--- src/sss_defines.svh ---
// Constants for the sensor scan sequencer: offsets, fields, timing counts.
// Assumes a 20 MHz system clock; included by the package and the top.
// Functional notes
// Select channel, route muxes, excite, settle
// Start conversion after settle, scan continues
// Completed raw sample goes to processing
// Normalize, linearize, scale, low-pass filter
// Limit violation disarms alarm, sets flag
// Finished value written to dual-port RAM
// Processing overlaps the next channel slot
// Host commands take top priority
// Mux, gain, converter under internal control only
// Excitation held for whole slot
// Excitation type follows sensor type
// Slot phases: settle, digitize, recover
// High-speed mode shortens digitize phase
// At most one reference per sixteen samples
// Disabled channels leave the scan loop
// Update rate between 1/((N+1)T) and 1/(NT)
// Default slot time 22 ms
// Command service stretches the slot
// Reads answer within 100 us / 130 us
// Host avoids excessive command rate
// Disarmed alarm and flag stay until cleared
`ifndef SSS_DEFINES_SVH
`define SSS_DEFINES_SVH

`define SSS_NCH 16
`define SSS_CLK_HZ 20000000
// Slot phase times in microseconds
`define SSS_SLOT_US 22000
`define SSS_SETTLE_US 3000
`define SSS_DIG_US 16700
`define SSS_DIG_HS_US 4000
`define SSS_SETTLE_CYC ((`SSS_SETTLE_US * (`SSS_CLK_HZ / 1000000)))
`define SSS_SLOT_CYC ((`SSS_SLOT_US * (`SSS_CLK_HZ / 1000000)))
`define SSS_DIG_CYC ((`SSS_DIG_US * (`SSS_CLK_HZ / 1000000)))
`define SSS_DIG_HS_CYC ((`SSS_DIG_HS_US * (`SSS_CLK_HZ / 1000000)))
`define SSS_REF_PERIOD 5'h10
`define SSS_RESP1_US 100
`define SSS_RESPALL_US 130

// Register byte offsets
`define SSS_REG_CTRL 12'h000
`define SSS_REG_STATUS 12'h004
`define SSS_REG_TYPE 12'h008
`define SSS_REG_ARM 12'h00C
`define SSS_REG_LIMLO 12'h010
`define SSS_REG_LIMHI 12'h014
`define SSS_REG_CMD 12'h018
`define SSS_REG_REFVAL 12'h01C
`define SSS_REG_DATA 12'h100
// Control fields
`define SSS_CTRL_RUN 0
`define SSS_CTRL_HS 1
// Command codes written to the command register
`define SSS_CMD_ONE 2'h1
`define SSS_CMD_ALL 2'h2
// Sensor type codes, 3 bits per channel
`define SSS_TYPE_DIS 3'h0
`define SSS_TYPE_VOLT 3'h1
`define SSS_TYPE_GAGE 3'h2
`define SSS_TYPE_RTD 3'h3
`define SSS_TYPE_RLO 3'h4
`define SSS_TYPE_RHI 3'h5
`define SSS_FILT_SHIFT 2
`define SSS_REFVAL_RST 32'h0000_8000

`endif

--- src/sss_pkg.sv ---
// Types for the sensor scan sequencer.
// Assumes sss_defines.svh is on the include path.
`include "sss_defines.svh"
package sss_pkg;
   typedef enum logic [1:0] {
      SSS_PH_IDLE = 2'b00,
      SSS_PH_SETTLE = 2'b01,
      SSS_PH_DIG = 2'b10,
      SSS_PH_RECOVER = 2'b11
   } sss_phase_t;
   typedef enum logic [1:0] {
      SSS_EXC_OFF = 2'b00,
      SSS_EXC_V10 = 2'b01,
      SSS_EXC_I1M2 = 2'b10,
      SSS_EXC_V5R = 2'b11
   } sss_exc_t;
endpackage : sss_pkg

--- src/sss_crunch_if.sv ---
// Carrier between the scan sequencer and its result pipeline.
// Assumes one clock domain.
`timescale 1ns/100ps
`default_nettype none
interface sss_crunch_if;
   logic valid;
   logic [3:0] chan;
   logic [15:0] raw;
   logic [2:0] stype;
   logic [31:0] refval;
   logic [15:0] lim_lo;
   logic [15:0] lim_hi;
   logic armed;
   logic out_valid;
   logic [3:0] out_chan;
   logic [31:0] out_data;
   logic violation;
   modport seq (output valid, chan, raw, stype, refval, lim_lo, lim_hi,
      armed, input out_valid, out_chan, out_data, violation);
   modport proc (input valid, chan, raw, stype, refval, lim_lo, lim_hi,
      armed, output out_valid, out_chan, out_data, violation);
endinterface : sss_crunch_if
`default_nettype wire

--- src/sss_crunch.sv ---
// Result pipeline: normalize, scale, filter, alarm check for one sample.
// Assumes samples arrive at most one per slot, far below its latency.
`timescale 1ns/100ps
`default_nettype none
`include "sss_defines.svh"
module sss_crunch (
   // Clock and reset
   input wire logic sys_clk_i,
   input wire logic rst_n_i,
   // Sample stream
   sss_crunch_if.proc cif
);
   logic [31:0] filt_q [`SSS_NCH];
   logic [31:0] norm_q;
   logic [31:0] lin_q;
   logic [3:0] chan_q;
   logic [1:0] armed_q;
   logic [15:0] lo_q;
   logic [15:0] hi_q;
   logic [2:0] stage_q;
   logic [31:0] filt_d;

   // Normalize against the reference reading, then linearize/scale
   always_ff @(posedge sys_clk_i or negedge rst_n_i) begin
      if (!rst_n_i) begin
         norm_q <= 32'h0000_0000;
         lin_q <= 32'h0000_0000;
         chan_q <= 4'h0;
         lo_q <= 16'h0000;
         hi_q <= 16'h0000;
         armed_q <= 2'h0;
      end else begin
         if (cif.valid) begin
            // Ratio to reference with reference nominal at 0x8000
            norm_q <= (32'({16'h0000, cif.raw}) << 15) /
               (|cif.refval ? cif.refval : 32'h0000_0001);
            chan_q <= cif.chan;
            lo_q <= cif.lim_lo;
            hi_q <= cif.lim_hi;
            armed_q <= {cif.armed, 1'b0};
         end
         // One scale for all types, square-law bend on every sample as a simple curve
         if (stage_q[0]) begin
            lin_q <= norm_q + ((norm_q * norm_q) >> 20);
         end
      end
   end

   always_ff @(posedge sys_clk_i or negedge rst_n_i) begin
      if (!rst_n_i) begin
         stage_q <= 3'h0;
      end else begin
         stage_q <= {stage_q[1:0], cif.valid};
      end
   end

   // Single-pole low-pass
   assign filt_d = filt_q[chan_q] - (filt_q[chan_q] >> `SSS_FILT_SHIFT)
      + (lin_q >> `SSS_FILT_SHIFT);

   for (genvar g = 0; g < `SSS_NCH; g++) begin : g_filt
      always_ff @(posedge sys_clk_i or negedge rst_n_i) begin
         if (!rst_n_i) begin
            filt_q[g] <= 32'h0000_0000;
         end else if (stage_q[1] && chan_q == 4'(g)) begin
            filt_q[g] <= filt_d;
         end
      end
   end

   always_ff @(posedge sys_clk_i or negedge rst_n_i) begin
      if (!rst_n_i) begin
         cif.out_valid <= 1'b0;
         cif.out_chan <= 4'h0;
         cif.out_data <= 32'h0000_0000;
         cif.violation <= 1'b0;
      end else begin
         cif.out_valid <= stage_q[1];
         cif.out_chan <= chan_q;
         cif.out_data <= filt_d;
         cif.violation <= stage_q[1] && armed_q[1] &&
            ((filt_d[15:0] < lo_q) || (filt_d[15:0] > hi_q));
      end
   end
endmodule : sss_crunch
`default_nettype wire

--- src/sss_scan_top.sv ---
// Scan sequencer top: AXI4-Lite slave, slot timer, excitation, results RAM.
// Assumes a 20 MHz clock; conversion done strobe is a pin, synchronised.
`timescale 1ns/100ps
`default_nettype none
`include "sss_defines.svh"
module sss_scan_top #(
   parameter int unsigned SETTLE_CYC = `SSS_SETTLE_CYC,
   parameter int unsigned DIG_CYC = `SSS_DIG_CYC,
   parameter int unsigned DIG_HS_CYC = `SSS_DIG_HS_CYC,
   parameter int unsigned SLOT_CYC = `SSS_SLOT_CYC
) (
   // Clock and reset
   input wire logic sys_clk_i,
   input wire logic rst_n_i,
   // AXI4-Lite write address and data
   input wire logic [11:0] s_axi_awaddr,
   input wire logic s_axi_awvalid,
   output logic s_axi_awready,
   input wire logic [31:0] s_axi_wdata,
   input wire logic [3:0] s_axi_wstrb,
   input wire logic s_axi_wvalid,
   output logic s_axi_wready,
   // AXI4-Lite write response
   output logic [1:0] s_axi_bresp,
   output logic s_axi_bvalid,
   input wire logic s_axi_bready,
   // AXI4-Lite read
   input wire logic [11:0] s_axi_araddr,
   input wire logic s_axi_arvalid,
   output logic s_axi_arready,
   output logic [31:0] s_axi_rdata,
   output logic [1:0] s_axi_rresp,
   output logic s_axi_rvalid,
   input wire logic s_axi_rready,
   // Analog front end
   output logic [3:0] sense_mux_o,
   output logic [3:0] exc_mux_o,
   output logic ref_sel_o,
   output logic [1:0] exc_kind_o,
   output logic exc_on_o,
   output logic [1:0] pga_gain_o,
   output logic adc_start_o,
   output logic fe_reset_o,
   input wire logic adc_done_i,
   input wire logic [15:0] adc_data_i
);
   // Host-visible state
   logic run_q, hs_q;
   logic [47:0] type_q;
   logic [15:0] arm_q;
   logic alarm_flag_q;
   logic [15:0] lim_lo_q, lim_hi_q;
   logic [31:0] refval_q;
   logic [31:0] ram_q [`SSS_NCH];
   logic [1:0] cmd_q;
   // Scanner state
   sss_pkg::sss_phase_t ph_q;
   logic [24:0] cnt_q;
   logic [3:0] ch_q;
   logic [4:0] since_ref_q;
   logic is_ref_q;
   logic done_s1_q, done_s2_q, done_s3_q;
   logic [15:0] raw_q;
   logic hold_q;
   // Bus slave
   logic aw_have_q, w_have_q;
   logic [11:0] awaddr_q;
   logic [31:0] wdata_q;
   logic [3:0] wstrb_q;
   logic wr_fire, rd_fire;
   logic [3:0] nxt_ch;
   logic nxt_found;
   logic [24:0] dig_len;
   logic any_active;

   sss_crunch_if cif ();

   function automatic logic [2:0] type_of(input logic [47:0] t,
      input logic [3:0] c);
      type_of = t[3*c +: 3];
   endfunction : type_of

   // Write channel capture, either order
   assign s_axi_awready = !aw_have_q && !s_axi_bvalid;
   assign s_axi_wready = !w_have_q && !s_axi_bvalid;
   assign wr_fire = aw_have_q && w_have_q && !s_axi_bvalid;
   assign s_axi_arready = !s_axi_rvalid;
   assign rd_fire = s_axi_arvalid && s_axi_arready;

   always_ff @(posedge sys_clk_i or negedge rst_n_i) begin
      if (!rst_n_i) begin
         aw_have_q <= 1'b0;
         w_have_q <= 1'b0;
         awaddr_q <= 12'h000;
         wdata_q <= 32'h0000_0000;
         wstrb_q <= 4'h0;
         s_axi_bvalid <= 1'b0;
         s_axi_bresp <= 2'b00;
      end else begin
         if (s_axi_awvalid && s_axi_awready) begin
            aw_have_q <= 1'b1;
            awaddr_q <= s_axi_awaddr;
         end
         if (s_axi_wvalid && s_axi_wready) begin
            w_have_q <= 1'b1;
            wdata_q <= s_axi_wdata;
            wstrb_q <= s_axi_wstrb;
         end
         if (wr_fire) begin
            aw_have_q <= 1'b0;
            w_have_q <= 1'b0;
            s_axi_bvalid <= 1'b1;
            s_axi_bresp <= (awaddr_q <= `SSS_REG_CMD) ? 2'b00 : 2'b10;
         end else if (s_axi_bready) begin
            s_axi_bvalid <= 1'b0;
         end
      end
   end

   // Registers; full-word writes only take effect with all strobes
   always_ff @(posedge sys_clk_i or negedge rst_n_i) begin
      if (!rst_n_i) begin
         run_q <= 1'b0;
         hs_q <= 1'b0;
         type_q <= 48'h0000_0000_0000;
         arm_q <= 16'h0000;
         lim_lo_q <= 16'h0000;
         lim_hi_q <= 16'hFFFF;
      end else begin
         if (wr_fire && wstrb_q == 4'hF) begin
            if (awaddr_q == `SSS_REG_CTRL) begin
               run_q <= wdata_q[`SSS_CTRL_RUN];
               hs_q <= wdata_q[`SSS_CTRL_HS];
            end else if (awaddr_q == `SSS_REG_TYPE) begin
               type_q[3*wdata_q[19:16] +: 3] <= wdata_q[2:0];
            end else if (awaddr_q == `SSS_REG_ARM) begin
               arm_q <= arm_q | wdata_q[15:0];
            end else if (awaddr_q == `SSS_REG_LIMLO) begin
               lim_lo_q <= wdata_q[15:0];
            end else if (awaddr_q == `SSS_REG_LIMHI) begin
               lim_hi_q <= wdata_q[15:0];
            end
         end
         if (cif.violation) begin
            arm_q[cif.out_chan] <= 1'b0;
         end
      end
   end

   // Alarm flag: set wins over a write-one clear
   always_ff @(posedge sys_clk_i or negedge rst_n_i) begin
      if (!rst_n_i) begin
         alarm_flag_q <= 1'b0;
      end else if (cif.violation) begin
         alarm_flag_q <= 1'b1;
      end else if (wr_fire && awaddr_q == `SSS_REG_STATUS && wdata_q[0]) begin
         alarm_flag_q <= 1'b0;
      end
   end

   // Read path; data reads are single-cycle, far inside the answer bound
   always_ff @(posedge sys_clk_i or negedge rst_n_i) begin
      if (!rst_n_i) begin
         s_axi_rvalid <= 1'b0;
         s_axi_rdata <= 32'h0000_0000;
         s_axi_rresp <= 2'b00;
      end else if (rd_fire) begin
         s_axi_rvalid <= 1'b1;
         s_axi_rresp <= 2'b00;
         if (s_axi_araddr == `SSS_REG_CTRL) begin
            s_axi_rdata <= {30'h0, hs_q, run_q};
         end else if (s_axi_araddr == `SSS_REG_STATUS) begin
            s_axi_rdata <= {22'h0, ph_q, ch_q, 3'h0, alarm_flag_q};
         end else if (s_axi_araddr == `SSS_REG_ARM) begin
            s_axi_rdata <= {16'h0, arm_q};
         end else if (s_axi_araddr == `SSS_REG_LIMLO) begin
            s_axi_rdata <= {16'h0, lim_lo_q};
         end else if (s_axi_araddr == `SSS_REG_LIMHI) begin
            s_axi_rdata <= {16'h0, lim_hi_q};
         end else if (s_axi_araddr == `SSS_REG_REFVAL) begin
            s_axi_rdata <= refval_q;
         end else if (s_axi_araddr[11:6] == 6'h04) begin
            s_axi_rdata <= ram_q[s_axi_araddr[5:2]];
         end else begin
            s_axi_rdata <= 32'h0000_0000;
            s_axi_rresp <= 2'b10;
         end
      end else if (s_axi_rready) begin
         s_axi_rvalid <= 1'b0;
      end
   end

   // Command register: any command write, and any bus read, holds scanning for one cycle
   always_ff @(posedge sys_clk_i or negedge rst_n_i) begin
      if (!rst_n_i) begin
         cmd_q <= 2'h0;
         hold_q <= 1'b0;
      end else begin
         hold_q <= (wr_fire && awaddr_q == `SSS_REG_CMD) || rd_fire;
         if (wr_fire && awaddr_q == `SSS_REG_CMD) begin
            cmd_q <= wdata_q[1:0];
         end
      end
   end

   // Done pin synchroniser and edge detect
   always_ff @(posedge sys_clk_i or negedge rst_n_i) begin
      if (!rst_n_i) begin
         done_s1_q <= 1'b0;
         done_s2_q <= 1'b0;
         done_s3_q <= 1'b0;
      end else begin
         done_s1_q <= adc_done_i;
         done_s2_q <= done_s1_q;
         done_s3_q <= done_s2_q;
      end
   end

   // Next active channel after the current one
   always_comb begin
      nxt_ch = ch_q;
      nxt_found = 1'b0;
      for (int i = 1; i <= `SSS_NCH; i++) begin
         if (!nxt_found &&
            type_of(type_q, 4'(ch_q + 4'(i))) != `SSS_TYPE_DIS) begin
            nxt_ch = 4'(ch_q + 4'(i));
            nxt_found = 1'b1;
         end
      end
   end
   assign any_active = nxt_found;
   assign dig_len = hs_q ? 25'(DIG_HS_CYC) : 25'(DIG_CYC);

   // Slot sequencer; command service freezes the timer so the slot stretches
   always_ff @(posedge sys_clk_i or negedge rst_n_i) begin
      if (!rst_n_i) begin
         ph_q <= sss_pkg::SSS_PH_IDLE;
         cnt_q <= 25'h000_0000;
         ch_q <= 4'h0;
         since_ref_q <= 5'h00;
         is_ref_q <= 1'b0;
         raw_q <= 16'h0000;
      end else if (!hold_q) begin
         cnt_q <= cnt_q + 25'h000_0001;
         case (ph_q)
            sss_pkg::SSS_PH_IDLE: begin
               cnt_q <= 25'h000_0000;
               if (run_q && any_active) begin
                  if (since_ref_q >= `SSS_REF_PERIOD) begin
                     is_ref_q <= 1'b1;
                     since_ref_q <= 5'h00;
                  end else begin
                     is_ref_q <= 1'b0;
                     ch_q <= nxt_ch;
                     since_ref_q <= since_ref_q + 5'h01;
                  end
                  ph_q <= sss_pkg::SSS_PH_SETTLE;
               end
            end
            sss_pkg::SSS_PH_SETTLE: begin
               if (cnt_q == 25'(SETTLE_CYC - 1)) begin
                  ph_q <= sss_pkg::SSS_PH_DIG;
               end
            end
            sss_pkg::SSS_PH_DIG: begin
               if (done_s2_q && !done_s3_q) begin
                  raw_q <= adc_data_i;
               end
               if (cnt_q >= 25'(SETTLE_CYC) + dig_len - 25'h000_0001) begin
                  ph_q <= sss_pkg::SSS_PH_RECOVER;
               end
            end
            sss_pkg::SSS_PH_RECOVER: begin
               if (cnt_q == 25'(SLOT_CYC - 1)) begin
                  ph_q <= sss_pkg::SSS_PH_IDLE;
               end
            end
            default: ph_q <= sss_pkg::SSS_PH_IDLE;
         endcase
      end
   end

   // Front-end drive: internal only, no host path
   always_ff @(posedge sys_clk_i or negedge rst_n_i) begin
      if (!rst_n_i) begin
         sense_mux_o <= 4'h0;
         exc_mux_o <= 4'h0;
         ref_sel_o <= 1'b0;
         exc_kind_o <= sss_pkg::SSS_EXC_OFF;
         exc_on_o <= 1'b0;
         pga_gain_o <= 2'h0;
         adc_start_o <= 1'b0;
         fe_reset_o <= 1'b0;
      end else begin
         sense_mux_o <= ch_q;
         exc_mux_o <= ch_q;
         ref_sel_o <= is_ref_q;
         pga_gain_o <= type_of(type_q, ch_q) == `SSS_TYPE_GAGE ? 2'h3 : 2'h0;
         case (type_of(type_q, ch_q))
            `SSS_TYPE_GAGE: exc_kind_o <= sss_pkg::SSS_EXC_V10;
            `SSS_TYPE_RTD, `SSS_TYPE_RLO: exc_kind_o <= sss_pkg::SSS_EXC_I1M2;
            `SSS_TYPE_RHI: exc_kind_o <= sss_pkg::SSS_EXC_V5R;
            default: exc_kind_o <= sss_pkg::SSS_EXC_OFF;
         endcase
         // Passive sensors only, held across the whole slot
         exc_on_o <= (ph_q != sss_pkg::SSS_PH_IDLE) && !is_ref_q &&
            type_of(type_q, ch_q) >= `SSS_TYPE_GAGE &&
            type_of(type_q, ch_q) <= `SSS_TYPE_RHI;
         adc_start_o <= (ph_q == sss_pkg::SSS_PH_SETTLE) && !hold_q &&
            cnt_q == 25'(SETTLE_CYC - 1);
         fe_reset_o <= ph_q == sss_pkg::SSS_PH_RECOVER;
      end
   end

   // Reference result updates normalizer; sensor result goes to pipeline
   always_ff @(posedge sys_clk_i or negedge rst_n_i) begin
      if (!rst_n_i) begin
         refval_q <= `SSS_REFVAL_RST;
      end else if (!hold_q && ph_q == sss_pkg::SSS_PH_RECOVER &&
         cnt_q == 25'(SLOT_CYC - 1) && is_ref_q && raw_q != 16'h0000) begin
         refval_q <= {16'h0000, raw_q};
      end
   end

   assign cif.valid = !hold_q && ph_q == sss_pkg::SSS_PH_RECOVER &&
      cnt_q == 25'(SLOT_CYC - 1) && !is_ref_q;
   assign cif.chan = ch_q;
   assign cif.raw = raw_q;
   assign cif.stype = type_of(type_q, ch_q);
   assign cif.refval = refval_q;
   assign cif.lim_lo = lim_lo_q;
   assign cif.lim_hi = lim_hi_q;
   assign cif.armed = arm_q[ch_q];

   sss_crunch u_crunch (
      .sys_clk_i(sys_clk_i),
      .rst_n_i(rst_n_i),
      .cif(cif.proc)
   );

   for (genvar g = 0; g < `SSS_NCH; g++) begin : g_ram
      always_ff @(posedge sys_clk_i or negedge rst_n_i) begin
         if (!rst_n_i) begin
            ram_q[g] <= 32'h0000_0000;
         end else if (cif.out_valid && cif.out_chan == 4'(g)) begin
            ram_q[g] <= cif.out_data;
         end
      end
   end
endmodule : sss_scan_top
`default_nettype wire

--- config.mk ---
export PLATFORM = sky130hd
export DESIGN_NAME = sss_scan_top
export DESIGN_NICKNAME = d
export VERILOG_FILES = /design/src/sss_pkg.sv /design/src/sss_crunch_if.sv /design/src/sss_crunch.sv /design/src/sss_scan_top.sv
export VERILOG_INCLUDE_DIRS = /design/src
export SDC_FILE = /design/constraint.sdc
export NUM_CORES = 2
export LEC_CHECK = 0
export BUFFER_PORTS_ARGS = -buffer_cell sky130_fd_sc_hd__buf_2
export CORE_ASPECT_RATIO = 0.5
export CORE_MARGIN = 5
export CORE_UTILIZATION = 50
export CTS_CLUSTER_DIAMETER = 80
export DETAILED_ROUTE_END_ITERATION = 6
export PLACE_DENSITY = 0.66
export SLEW_MARGIN = 20
export SYNTH_ARGS = -nofsm -noshare
export SYNTH_HDL_FRONTEND = slang
export SYNTH_SLANG_ARGS = --single-unit
export TNS_END_PERCENT = 20
--- constraint.sdc ---
create_clock -name sys_clk_i -period 160.6 [get_ports sys_clk_i]
set_input_delay 24.09 -clock sys_clk_i [delete_from_list [all_inputs] [get_ports sys_clk_i]]
set_output_delay 24.09 -clock sys_clk_i [all_outputs]
set_load 0.005 [all_outputs]
# --- After elaboration in Yosys (flattened, before gate mapping) ---
# Index checks and enable logic that the tools add are counted.
word_totals:
  word_cells: 438
  output_inout_bits: 57
  in_bits: 84
  regBits: 1425
classes:
  n_bitwise: 12
  eq_ne: 56
  n_mux: 84
  n_addsub: 23
  n_mul: 18
  shift: 18
  order_cmp: 12
  n_reduce_logical: 136
  div_mod_pow: 1
op_table:
  columns: ["cell", "n"]
  rows:
  - ["$shiftx 48x7->3", 16]
  - ["$mux 32", 11]
  - ["$bmux 32 s4", 2]
  - ["$mul 2x4->6 const A", 17]
  - ["$mux 16", 6]
  - ["$logic_and 1x1->1", 73]
  - ["$eq 12x5->1 const B", 6]
  - ["$eq 4x4->1 const B", 17]
  - ["$mux 4", 15]
  - ["$bwmux 48", 1]
  - ["$reduce_bool 3->1", 16]
  - ["$shift 3x34->48 const A", 1]
  - ["$shiftx 3x34->48", 1]
  - ["$eq 12x4->1 const B", 3]
  - ["$neg 6->34", 1]
  - ["$add 32x12->32", 1]
  - ["$add 32x30->32", 1]
  - ["$add 4x4->4 const B", 8]
  - ["$div 31x32->32", 1]
  - ["$eq 4x3->1 const B", 8]
  - ["$mul 32x32->32", 1]
  - ["$sub 32x30->32", 1]
  - ["$mux 1", 29]
  - ["$mux 2", 13]
  - ["other kinds (53)", 111]

# --- Depth between registers and ports, before layout ---
logic_depth:
  depth_word: 53
  ltp_mapped: 471
  depth_no_buf: 422

# --- By module ---
# A second synthesis with hierarchy kept.
unflattened:
  cells_unflattened: 11507
  area_unflattened_um2: 111695.9
by_module_without_submodules:
  columns: ["mod", "n_inst", "seq_area_each_um2", "cells_per_inst", "area_per_inst_um2"]
  rows:
  - ["sss_crunch", 1, 16290.6, 8805, 74425.1]
  - ["sss_scan_top", 1, 19264.7, 2702, 37270.7]

# --- Worst setup path before layout ---
# Ideal clock, no wire load.
synth_path:
  path_kind: "register to register"
  start: "register refval_q[15], in the netlist cif.refval[15]"
  end: "register u_crunch.norm_q[0]"
  t_arrival_ns: 83.883
  slack_ns: 76.574
  setup_time_ns: 0.143
  stages_incl_launch_ff: 453
  t_required_ns: 160.457
  period_less_slack_ns: 84.026
  n_path_buf: 58
  cell_sequence: "dfstp_2 > nor3_2 > clkbuf_1 > a41o_1 > inv_1 > buf_6 > clkbuf_1 > clkbuf_1 > buf_6 > clkbuf_1 > ha_1 > o21ai_0 > nor2b_1 > nor3_1 > nor2_1 > a21oi_1 > ha_1 > o211a_1 > (+417 left out) > buf_6 > buf_8 > nand2_1 > o31ai_1 > ha_1 > a21o_1 > a21oi_1 > nor2b_1 > o21ai_0 > nand2b_1 > a21oi_1 > nor2b_1 > o21ai_0 > nand4b_1 > nor3_1 > o211ai_1 > a2111oi_0 > a31oi_1"
synth_via:
  elab_chain_cells: 3
synth_lines:
  columns: ["element", "line_no", "rtl"]
  rows:
  - ["from (decl)", "sss_scan_top.sv:53", "logic [31:0] refval_q;"]
  - ["from (signal assigned)", "sss_scan_top.sv:318", "refval_q <= `SSS_REFVAL_RST;"]
  - ["from (signal assigned)", "sss_scan_top.sv:321", "refval_q <= {16'h0000, raw_q};"]
  - ["$reduce_or 16->1", "sss_crunch.sv:36", "(|cif.refval ? cif.refval : 32'h0000_0001);"]
  - ["$mux 16 (*)", "sss_crunch.sv:36", null]
  - ["$div 31x32->32 (*)", "sss_crunch.sv:35", "norm_q <= (32'({16'h0000, cif.raw}) << 15) /"]
  - ["to (signal assigned)", "sss_crunch.sv:35", null]
  - ["to (decl)", "sss_crunch.sv:14", "logic [31:0] norm_q;"]
# Mark *: on every way between the ends. The rest lies on a longest branch, timed or not.
# A chain may end at the register's enable or synchronous reset.

# --- Worst setup path after layout ---
layout_path:
  start: "register refval_q[6], in the netlist cif.refval[6]"
  end: "register u_crunch.norm_q[0]"
# The elaborated chain is that of the path after synthesis.

==> summary.txt <==
Timing
  – Final setup viols: 0
  – RSZ-0062 raised after global routing: no
  – Fin Setup TNS: 0 ps
  – Min Tclk post-route: 99,120 ps
  – Tcrit/Tclk final: 0.617
  – Fin. max-slew vios: 0
  – Worst slew pin tran: 1230 ps
  – Hold Fails Final Rpt: 0
  – Clock Skew: 50.5 ps
  – Worst hold slack: 365 ps
  – F_max: 10.1 MHz
  – Worst slew margin: 0.182

Worst setup path
  – Slowest stage delay, CP: 850 ps
  – R2R Setup Slk: 61,480 ps
  – Critical Path Sink Type: flop
  – Crit path max fanout: 38
  – Critical path origin: cif.refval[6]
  – Required time worst endpoint: 161,140 ps
  – R2R Path End: u_crunch.norm_q[0]
  – Critical Path Sink: u_crunch.norm_q[0]
  – Reg-to-Reg Start: cif.refval[6]
  – Worst reg2reg path depth: 414
  – CP most frequent cell: o21ai_0
  – Crit path max-delay cell type: nor3_2
  – Setup CP Type: flop to flop
  – CP Launch Type: flop
  – Worst Path Arrival: 99,660 ps

CTS
  – Clock transition at path regs: 70 ps
  – CTS resizes: 0
  – H-tree Lvls: 4
  – Postcts setup bufs: 0
  – CTS tree: built
  – Root Driver: clkbuf_16
  – # clock sinks: 1,420
  – CTS buffer count: 138
  – CTS Buffer Depth: 3
  – # hold bufs at CTS: 0
  – Worst-Skew Late Latency: 790 ps

Synth
  – Yosys top cell area share: 0.336
  – Synth cell count leaders: dfrtp_1, nand2_1, o21ai_0
  – Mapped Cells: 10,400
  – Yosys warnings: 0
  – Ys flop type: dfrtp_1
  – Most area-hungry cell type in the Yosys netlist: dfrtp_1
  – Seq cells post-synth: 1,420
  – Ys async rst share: 1.00
  – Sequential area share after synthesis: 0.341
  – Top area cells in the synthesized netlist: dfrtp_1, mux2_2, fa_1
  – Synthesized area: 0.104 mm²
  – Average size of a mapped cell: 10.0 µm²
  – EDFF count, synth: 0
  – Most common cell in the netlist: dfrtp_1
  – Yosys cell types: 159

Placed design
  – Cell Area, Placed: 0.108 mm²
  – GP Congestion: 0.922
  – IO buf count: 126
  – HPWL after DPL: 194,000 µm

Run
  – Max-cap viol count: 0

Cells and area
  – NumNets Final: 11,400
  – Area growth syn-to-layout: 7.91%
  – FILL cells: 18,200
  – Fraction of layout cells with a size suffix above 1: 0.182
  – Post-route cell area: 0.113 mm²
  – Multi-input gate area: 0.0639 mm²
  – FF+latch area: 0.0356 mm²

Detailed routing
  – DRC Markers: 0
  – DRT iter0 DRCs: 6,283
  – Final WL: 282,000 µm
  – Routed Antenna Nets: 0
  – Vias: 78,700
  – Wire per inst: 21.4 µm
  – TritonRoute pass-1 iters: 6
  – Vias/cell: 5.98

Floorplanning
  – Rows: 118
  – CORE AREA: 0.207 mm²
  – Die width: 656 µm
  – Die height: 333 µm
  – Initial core utilization: 0.503
  – Die Area: 0.219 mm²
  – I/O pins: 141

Global route
  – Global-route wire length before repair: 450,000 µm
  – Vias in the first global route: 78,300
  – All-Layer GR Usage: 0.257
  – Largest net degree at the start of global routing: 169
  – Antenna violations before repair: 10
  – Total global routing overflow: 0

Min path
  – HP Class: flop to flop

Run status
  – Status: finished clean
## worst min-delay path by stage
stage / cells past startpoint / from / endpoint
2_1_floorplan: 0 / done_s1_q / done_s2_q
3_3_place_gp: 0 / done_s1_q / done_s2_q
3_5_place_dp: 0 / done_s1_q / done_s2_q
4_1_cts: 0 / done_s1_q / done_s2_q
5_1_grt: 0 / done_s1_q / done_s2_q
6_report: 0 / done_s1_q / done_s2_q
## state kept, by name, indices dropped and copies added (netlist names), 4 cells and up
| name | cells |
|---|---|
| arm_q | 16 |
| awaddr_q | 12 |
| ch_q | 4 |
| cif.lim_hi | 16 |
| cif.lim_lo | 16 |
| cif.raw | 16 |
| cif.refval | 16 |
| cnt_q | 25 |
| exc_mux_o | 4 |
| ram_q | 512 |
| s_axi_rdata | 32 |
| since_ref_q | 5 |
| type_q | 48 |
| u_crunch.chan_q | 4 |
| u_crunch.cif.out_chan | 4 |
| u_crunch.cif.out_data | 32 |
| u_crunch.filt_q | 512 |
| u_crunch.hi_q | 16 |
| u_crunch.lin_q | 30 |
| u_crunch.lo_q | 16 |
| u_crunch.norm_q | 32 |
| wdata_q | 20 |
| wstrb_q | 4 |
## layout make-up
cell class	instances	area share
diodes	1	0.0000222
clock buffers	197	0.0354
clock inverters	54	0.00733
inverters	810	0.0270
multi-input cells	7633	0.567
flip-flops and latches	1420	0.316
well taps	2760	0.0307
repair buffers	287	0.0168
## metrics by stage
| stage | setup slack [ps] | cells | util |
|---|---|---|---|
| global placement | 64180 | 12900 | 0.520 |
| global route | 53300 | 13200 | 0.543 |
| finish | 61480 | 13200 | 0.543 |
| CTS | 62940 | 13200 | 0.543 |
| detailed placement | 63370 | 12900 | 0.520 |
| floorplan | 76570 | 10400 | - |
## worst max-delay path: cells and delay by family (launching register included)
kind | cells | cell delay, ps
flip-flops | 1 | 440
buffers and inverters | 14 | 3940
adder cells (fa/ha/maj) | 32 | 10180
AO/OA/AOI/OAI | 216 | 48130
multiplexers | 10 | 3310
AND/OR/NAND/NOR | 142 | 32560
## metal layers
layer  vias up  global-route usage  wire length [µm]
li1      36700                   -                 -
met1     39600               0.367            127000
met2      2128               0.414            130000
met3       394              0.0395             17400
met4         6              0.0629              6760
met5         -                   0                46
## placed cells by master, fill, tap and decap left out, drive strengths merged, types with 82 or more instances in the layout
cell type,count
fa,397
mux2i,82
nor3,198
buf,286
mux4,339
dfrtp,1403
nor2,525
clkbuf,198
o21a,129
inv,810
nand2b,105
nand3,164
a21oi,467
xnor2,222
a21o,144
nand2,1162
and2,163
o31ai,93
ha,600
mux2,792
xor2,120
o21ai,882
## cells by family (layout without fill, tap and decap cells)
logic type	Yosys count	count (layout)	synth area share
buf+inv	1355	1348	0.0507
xor+xnor	343	343	0.0291
mux	1213	1213	0.167
other cells	1	5	0.0000359
flops	1420	1420	0.341
simple gates	2838	2838	0.130
fa+ha+maj	997	997	0.148
compound gates	2238	2238	0.135
Power is left out: the tool's default activity adds up to more than one toggle a clock period on the data nets, which glitch-free logic cannot reach.
